## src/hw/pdmc_map.vh

```
/*
  Register offsets, field positions and reset values of the power-down
  mask control bank. Included by the register bank module; definitions only.
*/
`ifndef PDMC_MAP_VH
`define PDMC_MAP_VH

`define PDMC_ADDR_W           8
`define PDMC_DATA_W           8

`define PDMC_OFS_MASK1_CONV   8'h20
`define PDMC_OFS_MASK1_BUF    8'h21
`define PDMC_OFS_MASK2_CONV   8'h23
`define PDMC_OFS_MASK2_BUF    8'h24
`define PDMC_OFS_GLOBAL_CTRL  8'h26
`define PDMC_OFS_APPLY_CTRL   8'h55

`define PDMC_CONV_AB_HI       7
`define PDMC_CONV_AB_LO       4
`define PDMC_CONV_CD_HI       3
`define PDMC_CONV_CD_LO       0
`define PDMC_BUF_CD_HI        7
`define PDMC_BUF_CD_LO        6
`define PDMC_BUF_AB_HI        5
`define PDMC_BUF_AB_LO        4

`define PDMC_BIT_GLOBAL_SLEEP 7
`define PDMC_BIT_IGNORE_PIN   6
`define PDMC_BIT_MASK_CHOICE  5
`define PDMC_BIT_MASK_APPLY   4

`define PDMC_BUF_RW_MASK      8'hf0
`define PDMC_GLOBAL_RW_MASK   8'he0
`define PDMC_APPLY_RW_MASK    8'h10
`define PDMC_RESET_VALUE      8'h00

`endif

```

## src/hw/pdmc_power_down_mask_control.v

```verilog
/*
  Power-down mask register bank of the master page: six byte registers,
  the mask selection and the combined power-down controls.
  Assumes a serial-interface decoder that presents one-cycle write and
  read strobes with an address, synchronous to i_clk.
*/
`timescale 1ns/10ps
`default_nettype none
`include "pdmc_map.vh"

module pdmc_power_down_mask_control #(
  parameter ADDR_W = `PDMC_ADDR_W,
  parameter DATA_W = `PDMC_DATA_W
) (
  input  wire              i_clk,
  input  wire              i_reset,
  input  wire              i_wr_en,
  input  wire              i_rd_en,
  input  wire [ADDR_W-1:0] i_addr,
  input  wire [DATA_W-1:0] i_wr_data,
  input  wire              i_sleep_pin,
  output reg  [DATA_W-1:0] o_rd_data,
  output reg               o_rd_valid,
  output reg  [3:0]        o_converter_off_pair_ab,
  output reg  [3:0]        o_converter_off_pair_cd,
  output reg  [1:0]        o_buffer_off_pair_ab,
  output reg  [1:0]        o_buffer_off_pair_cd,
  output reg               o_global_sleep
);

  // ----------------------------------------------------------------
  // Register storage
  // ----------------------------------------------------------------
  reg  [DATA_W-1:0] mask1_conv_r;
  reg  [DATA_W-1:0] mask1_buf_r;
  reg  [DATA_W-1:0] mask2_conv_r;
  reg  [DATA_W-1:0] mask2_buf_r;
  reg  [DATA_W-1:0] global_ctrl_r;
  reg  [DATA_W-1:0] apply_ctrl_r;

  // ----------------------------------------------------------------
  // Decode and selection nets
  // ----------------------------------------------------------------
  reg  [DATA_W-1:0] rd_data_nxt;
  reg               rd_hit_nxt;
  reg               global_sleep_nxt;
  wire [3:0]        sel_conv_ab;
  wire [3:0]        sel_conv_cd;
  wire [1:0]        sel_buf_ab;
  wire [1:0]        sel_buf_cd;
  wire              ignore_sleep_pin;
  wire              sleep_mask_choice;
  wire              sleep_mask_apply;

  // ----------------------------------------------------------------
  // Control fields
  // ----------------------------------------------------------------
  assign ignore_sleep_pin  = global_ctrl_r[`PDMC_BIT_IGNORE_PIN];
  assign sleep_mask_choice = global_ctrl_r[`PDMC_BIT_MASK_CHOICE];
  assign sleep_mask_apply  = apply_ctrl_r[`PDMC_BIT_MASK_APPLY];

  // ----------------------------------------------------------------
  // Address decode: one hit line per stored register
  // ----------------------------------------------------------------
  // Hit bits from 0 up: mask one conv, mask one buf, mask two conv,
  // mask two buf, global control, apply control
  localparam                    N_REG   = 6;
  localparam [N_REG*ADDR_W-1:0] REG_OFS = {
    `PDMC_OFS_APPLY_CTRL,
    `PDMC_OFS_GLOBAL_CTRL,
    `PDMC_OFS_MASK2_BUF,
    `PDMC_OFS_MASK2_CONV,
    `PDMC_OFS_MASK1_BUF,
    `PDMC_OFS_MASK1_CONV
  };

  wire [N_REG-1:0]  reg_hit;
  wire [N_REG-1:0]  wr_sel;

  genvar g;
  generate
    for (g = 0; g < N_REG; g = g + 1) begin : g_hit
      assign reg_hit[g] = (i_addr == REG_OFS[g*ADDR_W +: ADDR_W]);
      assign wr_sel[g]  = i_wr_en & reg_hit[g];
    end
  endgenerate

  // ----------------------------------------------------------------
  // Register writes
  // ----------------------------------------------------------------
  // Each stored byte keeps only its writable bits
  always @(posedge i_clk) begin
    if (i_reset) begin
      mask1_conv_r  <= `PDMC_RESET_VALUE;
      mask1_buf_r   <= `PDMC_RESET_VALUE;
      mask2_conv_r  <= `PDMC_RESET_VALUE;
      mask2_buf_r   <= `PDMC_RESET_VALUE;
      global_ctrl_r <= `PDMC_RESET_VALUE;
      apply_ctrl_r  <= `PDMC_RESET_VALUE;
    end else begin
      if (wr_sel[0]) begin
        mask1_conv_r <= i_wr_data;
      end
      if (wr_sel[1]) begin
        mask1_buf_r <= i_wr_data & `PDMC_BUF_RW_MASK;
      end
      if (wr_sel[2]) begin
        mask2_conv_r <= i_wr_data;
      end
      if (wr_sel[3]) begin
        mask2_buf_r <= i_wr_data & `PDMC_BUF_RW_MASK;
      end
      if (wr_sel[4]) begin
        // Reserved low bits are not stored
        global_ctrl_r <= i_wr_data & `PDMC_GLOBAL_RW_MASK;
      end
      if (wr_sel[5]) begin
        apply_ctrl_r <= i_wr_data & `PDMC_APPLY_RW_MASK;
      end
    end
  end

  // ----------------------------------------------------------------
  // Read decode
  // ----------------------------------------------------------------
  always @* begin
    rd_hit_nxt  = |reg_hit;
    rd_data_nxt = `PDMC_RESET_VALUE;
    case (i_addr)
      `PDMC_OFS_MASK1_CONV:  rd_data_nxt = mask1_conv_r;
      `PDMC_OFS_MASK1_BUF:   rd_data_nxt = mask1_buf_r;
      `PDMC_OFS_MASK2_CONV:  rd_data_nxt = mask2_conv_r;
      `PDMC_OFS_MASK2_BUF:   rd_data_nxt = mask2_buf_r;
      `PDMC_OFS_GLOBAL_CTRL: rd_data_nxt = global_ctrl_r;
      `PDMC_OFS_APPLY_CTRL:  rd_data_nxt = apply_ctrl_r;
      default:               rd_data_nxt = `PDMC_RESET_VALUE;
    endcase
  end

  // ----------------------------------------------------------------
  // Mask selection
  // ----------------------------------------------------------------
  // Mask outputs follow one cycle after the controlling write
  pdmc_mask_select #(
    .CONV_W (4),
    .BUF_W  (2)
  ) u_select (
    .i_choice     (sleep_mask_choice),
    .i_apply      (sleep_mask_apply),
    .i_m1_conv_ab (mask1_conv_r[`PDMC_CONV_AB_HI:`PDMC_CONV_AB_LO]),
    .i_m1_conv_cd (mask1_conv_r[`PDMC_CONV_CD_HI:`PDMC_CONV_CD_LO]),
    .i_m1_buf_ab  (mask1_buf_r[`PDMC_BUF_AB_HI:`PDMC_BUF_AB_LO]),
    .i_m1_buf_cd  (mask1_buf_r[`PDMC_BUF_CD_HI:`PDMC_BUF_CD_LO]),
    .i_m2_conv_ab (mask2_conv_r[`PDMC_CONV_AB_HI:`PDMC_CONV_AB_LO]),
    .i_m2_conv_cd (mask2_conv_r[`PDMC_CONV_CD_HI:`PDMC_CONV_CD_LO]),
    .i_m2_buf_ab  (mask2_buf_r[`PDMC_BUF_AB_HI:`PDMC_BUF_AB_LO]),
    .i_m2_buf_cd  (mask2_buf_r[`PDMC_BUF_CD_HI:`PDMC_BUF_CD_LO]),
    .o_conv_ab    (sel_conv_ab),
    .o_conv_cd    (sel_conv_cd),
    .o_buf_ab     (sel_buf_ab),
    .o_buf_cd     (sel_buf_cd)
  );

  // ----------------------------------------------------------------
  // Global power-down: pin unless overridden, else the software bit
  // ----------------------------------------------------------------
  always @* begin
    // Software bit acts only while the pin is overridden, so a write of
    // it with the override clear has no effect
    if (ignore_sleep_pin) begin
      global_sleep_nxt = global_ctrl_r[`PDMC_BIT_GLOBAL_SLEEP];
    end else begin
      global_sleep_nxt = i_sleep_pin;
    end
  end

  // ----------------------------------------------------------------
  // Read port: data holds until the next read
  // ----------------------------------------------------------------
  // A read in the cycle of a write to the same byte returns the old value
  always @(posedge i_clk) begin
    if (i_reset) begin
      o_rd_data  <= `PDMC_RESET_VALUE;
      o_rd_valid <= 1'b0;
    end else begin
      o_rd_valid <= i_rd_en;
      if (i_rd_en) begin
        o_rd_data <= rd_hit_nxt ? rd_data_nxt : `PDMC_RESET_VALUE;
      end
    end
  end

  // ----------------------------------------------------------------
  // Power-down outputs
  // ----------------------------------------------------------------
  always @(posedge i_clk) begin
    if (i_reset) begin
      o_converter_off_pair_ab <= 4'h0;
      o_converter_off_pair_cd <= 4'h0;
      o_buffer_off_pair_ab    <= 2'h0;
      o_buffer_off_pair_cd    <= 2'h0;
      o_global_sleep          <= 1'b0;
    end else begin
      o_converter_off_pair_ab <= sel_conv_ab;
      o_converter_off_pair_cd <= sel_conv_cd;
      o_buffer_off_pair_ab    <= sel_buf_ab;
      o_buffer_off_pair_cd    <= sel_buf_cd;
      o_global_sleep          <= global_sleep_nxt;
    end
  end

endmodule

`default_nettype wire

```

## src/hw/pdmc_mask_select.v

```verilog
/*
  Chooses one of the two power-down masks and gates it by the apply bit.
  Assumes all inputs are register outputs in the same clock domain.
*/
`timescale 1ns/10ps
`default_nettype none

module pdmc_mask_select #(
  parameter CONV_W = 4,
  parameter BUF_W  = 2
) (
  input  wire              i_choice,
  input  wire              i_apply,
  input  wire [CONV_W-1:0] i_m1_conv_ab,
  input  wire [CONV_W-1:0] i_m1_conv_cd,
  input  wire [BUF_W-1:0]  i_m1_buf_ab,
  input  wire [BUF_W-1:0]  i_m1_buf_cd,
  input  wire [CONV_W-1:0] i_m2_conv_ab,
  input  wire [CONV_W-1:0] i_m2_conv_cd,
  input  wire [BUF_W-1:0]  i_m2_buf_ab,
  input  wire [BUF_W-1:0]  i_m2_buf_cd,
  output wire [CONV_W-1:0] o_conv_ab,
  output wire [CONV_W-1:0] o_conv_cd,
  output wire [BUF_W-1:0]  o_buf_ab,
  output wire [BUF_W-1:0]  o_buf_cd
);

  // Only the chosen mask passes, and only while applied
  assign o_conv_ab = {CONV_W{i_apply}} & (i_choice ? i_m2_conv_ab : i_m1_conv_ab);
  assign o_conv_cd = {CONV_W{i_apply}} & (i_choice ? i_m2_conv_cd : i_m1_conv_cd);
  assign o_buf_ab  = {BUF_W{i_apply}} & (i_choice ? i_m2_buf_ab : i_m1_buf_ab);
  assign o_buf_cd  = {BUF_W{i_apply}} & (i_choice ? i_m2_buf_cd : i_m1_buf_cd);

endmodule

`default_nettype wire

```

## config.mk

```make
export PLATFORM = sky130hd
export DESIGN_NAME = pdmc_power_down_mask_control
export DESIGN_NICKNAME = d
export VERILOG_FILES = /design/src/hw/pdmc_power_down_mask_control.v /design/src/hw/pdmc_mask_select.v
export VERILOG_INCLUDE_DIRS = /design/src /design/src/hw
export SDC_FILE = /design/constraint.sdc
export NUM_CORES = 1
export LEC_CHECK = 0
export CELL_PAD_IN_SITES_DETAIL_PLACEMENT = 1
export CELL_PAD_IN_SITES_GLOBAL_PLACEMENT = 1
export CORE_UTILIZATION = 51
export CTS_CLUSTER_DIAMETER = 200
export DETAILED_ROUTE_END_ITERATION = 8
export DONT_BUFFER_PORTS = 1
export PLACE_DENSITY_LB_ADDON = 0.1
export SYNTH_ARGS = -nofsm -noshare
export SYNTH_HDL_FRONTEND = slang
export SYNTH_SLANG_ARGS = --single-unit
```

## constraint.sdc

```tcl
create_clock -name i_clk -period 4.3 [get_ports i_clk]
set_clock_uncertainty 0.05 [all_clocks]
set_input_delay 0.43 -clock i_clk [delete_from_list [all_inputs] [get_ports i_clk]]
set_output_delay 0.43 -clock i_clk [all_outputs]
set_load 0.1 [all_outputs]
```

==> results of run 1 <==
-- state kept, by name, indices dropped and copies added (netlist names) --
name,flops
mask1_conv_r,8
mask2_conv_r,8
o_rd_data,8
mask1_buf_r,4
mask2_buf_r,4
o_converter_off_pair_ab,4
o_converter_off_pair_cd,4
global_ctrl_r,3
o_buffer_off_pair_ab,2
o_buffer_off_pair_cd,2
apply_ctrl_r,1
o_global_sleep,1
o_rd_valid,1
-- metal layers --
layer  track usage (%)  share of wire [%]  up-vias
li1                  -                  -      713
met5                 0                  0        -
met1             31.45                 48      696
met4             8.967                1.4        0
met2             38.27                 44       45
met3             7.986                6.5        6
-- logic make-up after synthesis --
family | after synthesis | share of synthesized area [%]
compound gates | 25 | 8.298
buf+inv | 14 | 2.929
flops | 50 | 48.81
mux | 49 | 24.16
simple gates | 66 | 15.80
-- placed cells by master, fill, tap and decap left out, drive strengths merged --
cell type	Yosys	routed
a31oi	2	2
and2	1	1
clkbuf	8	7
nor2b	2	2
inv	3	3
a221o	1	1
o21ai	10	10
a211oi	2	2
and4	1	1
or4b	1	1
nand4	4	4
mux2i	45	45
a21oi	1	1
a22oi	4	4
or4	1	1
nand3	1	1
nand4b	1	1
or2	1	1
a2bb2oi	1	1
nand2	4	4
clkinv	0	1
or3b	1	1
nand2b	2	2
a32o	3	3
nor2	44	44
mux2	4	4
nor4b	2	2
a32oi	1	1
dfxtp	50	50
-- through the flow --
stage	setup WS [ps]	hold WS, ps	area, µm²	total power [W]	cells
final	2306	142.6	2153	0.0007710	249
after global routing	2163	123.2	2153	0.0007999	249
after floorplan	2447	418.0	2051	0.0005085	204
after global placement	2146	435.5	2062	0.0005040	241
after detailed placement	2050	458.2	2062	0.0005048	241
after CTS	2324	135.3	2153	0.0007778	249
-- power by group through the flow --
stage	registers (W)	logic [W]	clock network, W
after floorplan	0.000487	0.0000217	0
after global placement	0.000487	0.0000168	0
after detailed placement	0.000487	0.0000177	0
after CTS	0.000476	0.0000177	0.000284
after global routing	0.000477	0.0000194	0.000304
final	0.000476	0.0000178	0.000277
-- cell type report --
type / count / area, µm² / area share (%)
sequential: 50 / 1001 / 46.48
multi-input combinational: 140 / 989.7 / 45.96
clock buffer: 7 / 86.33 / 4.009
tap: 48 / 60.06 / 2.789
inverter: 3 / 11.26 / 0.5230
clock inverter: 1 / 5.005 / 0.2324
-- how the worst max path moves through the flow --
stage	from	end	slack [ps]	cells after the start
after global placement	i_addr[3]	mask1_conv_r[4]	2150	4
after global routing	i_addr[3]	mask1_conv_r[0]	2160	4
final	i_addr[3]	mask1_conv_r[0]	2310	4
after detailed placement	i_addr[3]	mask1_conv_r[1]	2050	4
after CTS	i_addr[3]	mask1_conv_r[0]	2320	4
after floorplan	i_addr[3]	mask1_conv_r[0]	2450	5
-- worst max-delay path, stage by stage --
cell and delay, ps:
nor4b_1 760, and4_1 620, mux2i_1 270, nor2_1 60
==> impl_metrics.env, run 1 <==
export IMPL_cts_resized=0
export IMPL_io_buffers=0
export IMPL_min_to="mask1_buf_r[4]"
export IMPL_final_max_slew_viol_count=0
export IMPL_dr_pass1_iters=4
export IMPL_syn_inst=204
export IMPL_antenna_found_initial=0
export IMPL_synth_async_reset_ratio_pct=0
export IMPL_drc=0
export IMPL_nFillCells=416
export IMPL_min_path_cells=1
export IMPL_power_internal_w=0.0006029
export IMPL_p_sw_w=0.0001681
export IMPL_place_hpwl_mm=3.364
export IMPL_cts_buffer_depth=2
export IMPL_die_area_mm2=0.004278
export IMPL_endpoint_kind="flop"
export IMPL_synthTopCellsByCount="dfxtp_1 (50), mux2i_1 (45), nor2_1 (44)"
export IMPL_route_final_wire_length_mm=4.712
export IMPL_cts_num_sinks=50
export IMPL_rr_worst_depth=3
export IMPL_post_drt_wl_per_cell_um=18.92
export IMPL_powerDensity_mw_per_mm2=358.1
export IMPL_avgViaCountPerCell=5.863
export IMPL_nNetsFinal=221
export IMPL_area_growth_pct=5.003
export IMPL_clkPwrFrac_pct=35.9
export IMPL_synth_distinct_cells=33
export IMPL_die_w_um=65.41
export IMPL_cp_max_fo=8
export IMPL_hp_class="primary input to flop"
export IMPL_combPwrFrac_pct=2.3
export IMPL_place_congestion=0.8227
export IMPL_startpoint_type="primary input"
export IMPL_synth_warnings=0
export IMPL_status="finished, final reports clean"
export IMPL_synth_top_area_share_pct=48.81
export IMPL_grt_usage_pct=24.53
export IMPL_clkTransAtPathRegs_ps=90
export IMPL_overflow=0
export IMPL_syn_avg_cell_area_um2=10.05
export IMPL_grt_pass1_vias=1543
export IMPL_clk_latency_ps=300
export IMPL_grt_max_degree=34
export IMPL_synth_top_area_cell="dfxtp_1"
export IMPL_core_area_mm2=0.003771
export IMPL_vdd_drop_max_uv=243.4
export IMPL_max_cap_violations=0
export IMPL_slew_headroom_pct=33.82
export IMPL_antenna_cells=0
export IMPL_p_sw_share_pct=21.80
export IMPL_htree_levels=2
export IMPL_synth_edf_count=0
export IMPL_dieHeight_um=65.41
export IMPL_yosysMostFrequentCell="dfxtp_1"
export IMPL_rr_endpoint="o_rd_data[5]"
export IMPL_finalSetupTns_ps=0
export IMPL_rsz0062_at_grt="no"
export IMPL_rrSetupSlack_ps=2800
export IMPL_cts_hold_buffers=0
export IMPL_via_count=1460
export IMPL_period_share_pct=46.38
export IMPL_ant_nets=0
export IMPL_pin_count=43
export IMPL_setup_violations_final=0
export IMPL_r2r_start="global_ctrl_r[5]"
export IMPL_finalHoldViolations=0
export IMPL_postLayoutCoreUtil_pct=57.10
export IMPL_rows=22
export IMPL_initial_core_util_pct=54.38
export IMPL_drive_above_1_share_pct=7.463
export IMPL_cts_tree="yes"
export IMPL_ys_seq_elements=50
export IMPL_first_iter_violations=80
export IMPL_fmaxAchievable_ghz=0.5014
export IMPL_grt_pass1_wl_mm=7.610
export IMPL_hold_path_startpoint="i_reset"
export IMPL_p_leak_nw=0.8477
export IMPL_synth_flop_cell="dfxtp_1"
export IMPL_seq_area_frac_synth_pct=48.81
export IMPL_cts_buffers=5
export IMPL_tightest_slew_ps=991.3
export IMPL_synth_area_top_cells="dfxtp_1 (49%), mux2i_1 (22%), nor2_1 (8.1%), mux2_2 (2.2%), a32o_1 (1.5%)"
export IMPL_syn_num_nets=225
export IMPL_cts_root_buf="clkbuf_8"
export IMPL_synthesis_area_mm2=0.002051
export IMPL_worstPathArrival_ps=2140
export IMPL_post_cts_buffers=0
export IMPL_critPathKind="primary input to flop"
export IMPL_cp_required_ps=4450
export IMPL_post_route_min_period_ps=1994
export IMPL_pwr_share_seq_pct=61.8
Power figures use the tool's default switching activity.
==> run 2: changes to the inputs <==
Settings changed: CORE_UTILIZATION 51 to 47.
Clock period 4.3 ns to 2 ns, I/O delays scaled along.
==> run 2 against run 1 <==
Non-clock buffer count increased by 36. Global-route usage up 0.28 points. Critical endpoint is now mask1_buf_r[5]. Core utilization up 2.7 points. Highest routed layer unchanged. Sequential share of layout area down 5.5 points. Clock power grew 110%. Largest cell class unchanged.
==> impl_metrics.env, run 2 (synthesis gave the netlist of run 1 again) <==
export IMPL_antenna_found_initial=0
export IMPL_grt_pass1_wl_mm=8.252
export IMPL_drc=0
export IMPL_rr_worst_depth=3
export IMPL_pin_count=43
export IMPL_dieHeight_um=68.06
export IMPL_hp_class="primary input to flop"
export IMPL_clk_latency_ps=300
export IMPL_initial_core_util_pct=50.18
export IMPL_place_hpwl_mm=3.742
export IMPL_htree_levels=2
export IMPL_rows=23
export IMPL_cts_root_buf="clkbuf_8"
export IMPL_period_share_pct=77.39
export IMPL_cts_num_sinks=50
export IMPL_route_final_wire_length_mm=5.259
export IMPL_avgViaCountPerCell=5.807
export IMPL_die_area_mm2=0.004631
export IMPL_nNetsFinal=257
export IMPL_cp_top_family="buffers and inverters"
export IMPL_final_common_cell="dfxtp_1"
export IMPL_cpPeakStageDelay_ps=1300
export IMPL_startpoint_type="primary input"
export IMPL_worstPathArrival_ps=1640
export IMPL_post_drt_wl_per_cell_um=18.45
export IMPL_grt_usage_pct=24.81
export IMPL_antenna_cells=0
export IMPL_cts_tree="yes"
export IMPL_cts_hold_buffers=9
export IMPL_layout_common_cells="dfxtp_1 (50), mux2i_1 (45), nor2_1 (44)"
export IMPL_vdd_drop_max_uv=314.5
export IMPL_first_iter_violations=87
export IMPL_powerDensity_mw_per_mm2=681.9
export IMPL_core_area_mm2=0.004086
export IMPL_min_path_cells=2
export IMPL_drive_above_1_share_pct=17.02
export IMPL_p_leak_nw=1.025
export IMPL_rsz0062_at_grt="no"
export IMPL_grt_pass1_vias=1767
export IMPL_critPathKind="primary input to flop"
export IMPL_die_w_um=68.06
export IMPL_cts_buffers=5
export IMPL_max_cap_violations=0
export IMPL_cts_resized=0
export IMPL_grt_max_degree=31
export IMPL_hold_path_startpoint="i_wr_data[6]"
export IMPL_tightest_slew_ps=1161
export IMPL_finalSetupTns_ps=0
export IMPL_endpoint_kind="flop"
export IMPL_setup_violations_final=0
export IMPL_clkTransAtPathRegs_ps=80
export IMPL_slew_headroom_pct=22.38
export IMPL_finalHoldViolations=0
export IMPL_dr_pass1_iters=4
export IMPL_rrSetupSlack_ps=690
export IMPL_post_cts_buffers=0
export IMPL_post_route_min_period_ps=1548
export IMPL_rr_endpoint="o_rd_data[5]"
export IMPL_critPathBufInv=1
export IMPL_ant_nets=0
export IMPL_min_to="mask2_buf_r[6]"
export IMPL_top_regs="mask1_conv_r: 8 flops, mask2_conv_r: 8 flops, o_rd_data: 8 flops"
export IMPL_crit_path_top_delay_cell="dlygate4sd3_1"
export IMPL_r2r_start="mask1_buf_r[5]"
export IMPL_cts_buffer_depth=2
export IMPL_final_max_slew_viol_count=0
export IMPL_overflow=0
export IMPL_worstPathCellList="dlygate4sd3_1 -> nor2_1"
export IMPL_area_growth_pct=19.10
export IMPL_place_congestion=0.8417
export IMPL_status="finished, final reports clean"
export IMPL_io_buffers=0
export IMPL_via_count=1655
export IMPL_cp_max_fo=30
export IMPL_finalPower_w=0.001665
export IMPL_fmaxAchievable_ghz=0.6461
export IMPL_cp_required_ps=2090
## run 2: cell types whose count changed in the layout (fill, tap and decap cells not counted), sizes merged
cell / change
clkinv: -1
clkbuf: -1
buf: +26
dlygate4sd3: +10
## run 2: worst register-to-register path: stages, from the launching register on
cell and delay (ps):
dfxtp_1 330, mux2_2 260, a221o_1 300, a32o_1 260
## run 2: how the worst max path moves through the flow
stage,startpoint,end,cells past startpoint
finish,i_reset,mask1_buf_r[5],2
global route,i_reset,mask2_conv_r[1],2
CTS,i_reset,mask2_conv_r[6],2
detailed placement,i_addr[3],o_rd_data[5],4
global placement,i_addr[3],o_rd_data[7],4
floorplan,i_addr[3],mask1_conv_r[0],5
## run 2: report_power, final
| group | internal, W | switching, W | leakage, nW | total (W) |
|---|---|---|---|---|
| combinational | 0.0000372 | 0.0000596 | 0.579 | 0.0000968 |
| clock | 0.000267 | 0.000302 | 0.0431 | 0.000569 |
| sequential | 0.000998 | 0.00000159 | 0.403 | 0.00100 |
| total | 0.00130 | 0.000363 | 1.03 | 0.00167 |
## run 2: metrics by stage
step	cells	setup WS (ps)	util [%]	hold slack, ps	area, µm²
finish	285	452.3	59.77	7.549	2442
global route	285	336.4	59.77	2.063	2442
CTS	284	447.9	59.52	0.7808	2432
detailed placement	269	233.3	55.30	224.3	2260
global placement	269	294.5	55.30	224.2	2260
floorplan	204	376.9	-	245.6	2051
## run 2: routing by layer
layer	GRT usage (%)	vias up	share of wire, %	wire [µm]
met1	28.43	818	43	2281
li1	-	781	-	-
met2	42.52	46	50	2627
met5	0	-	0	0
met4	11.72	0	2.0	106
met3	6.500	10	4.6	244
## run 2: cell type report
cell class / instances / area, µm²
well taps: 50 / 62.56
flip-flops and latches: 50 / 1001
inverters: 3 / 11.26
fillers: 479 / 1644
clock buffers: 6 / 82.58
repair buffers: 36 / 295.3
multi-input cells: 140 / 989.7
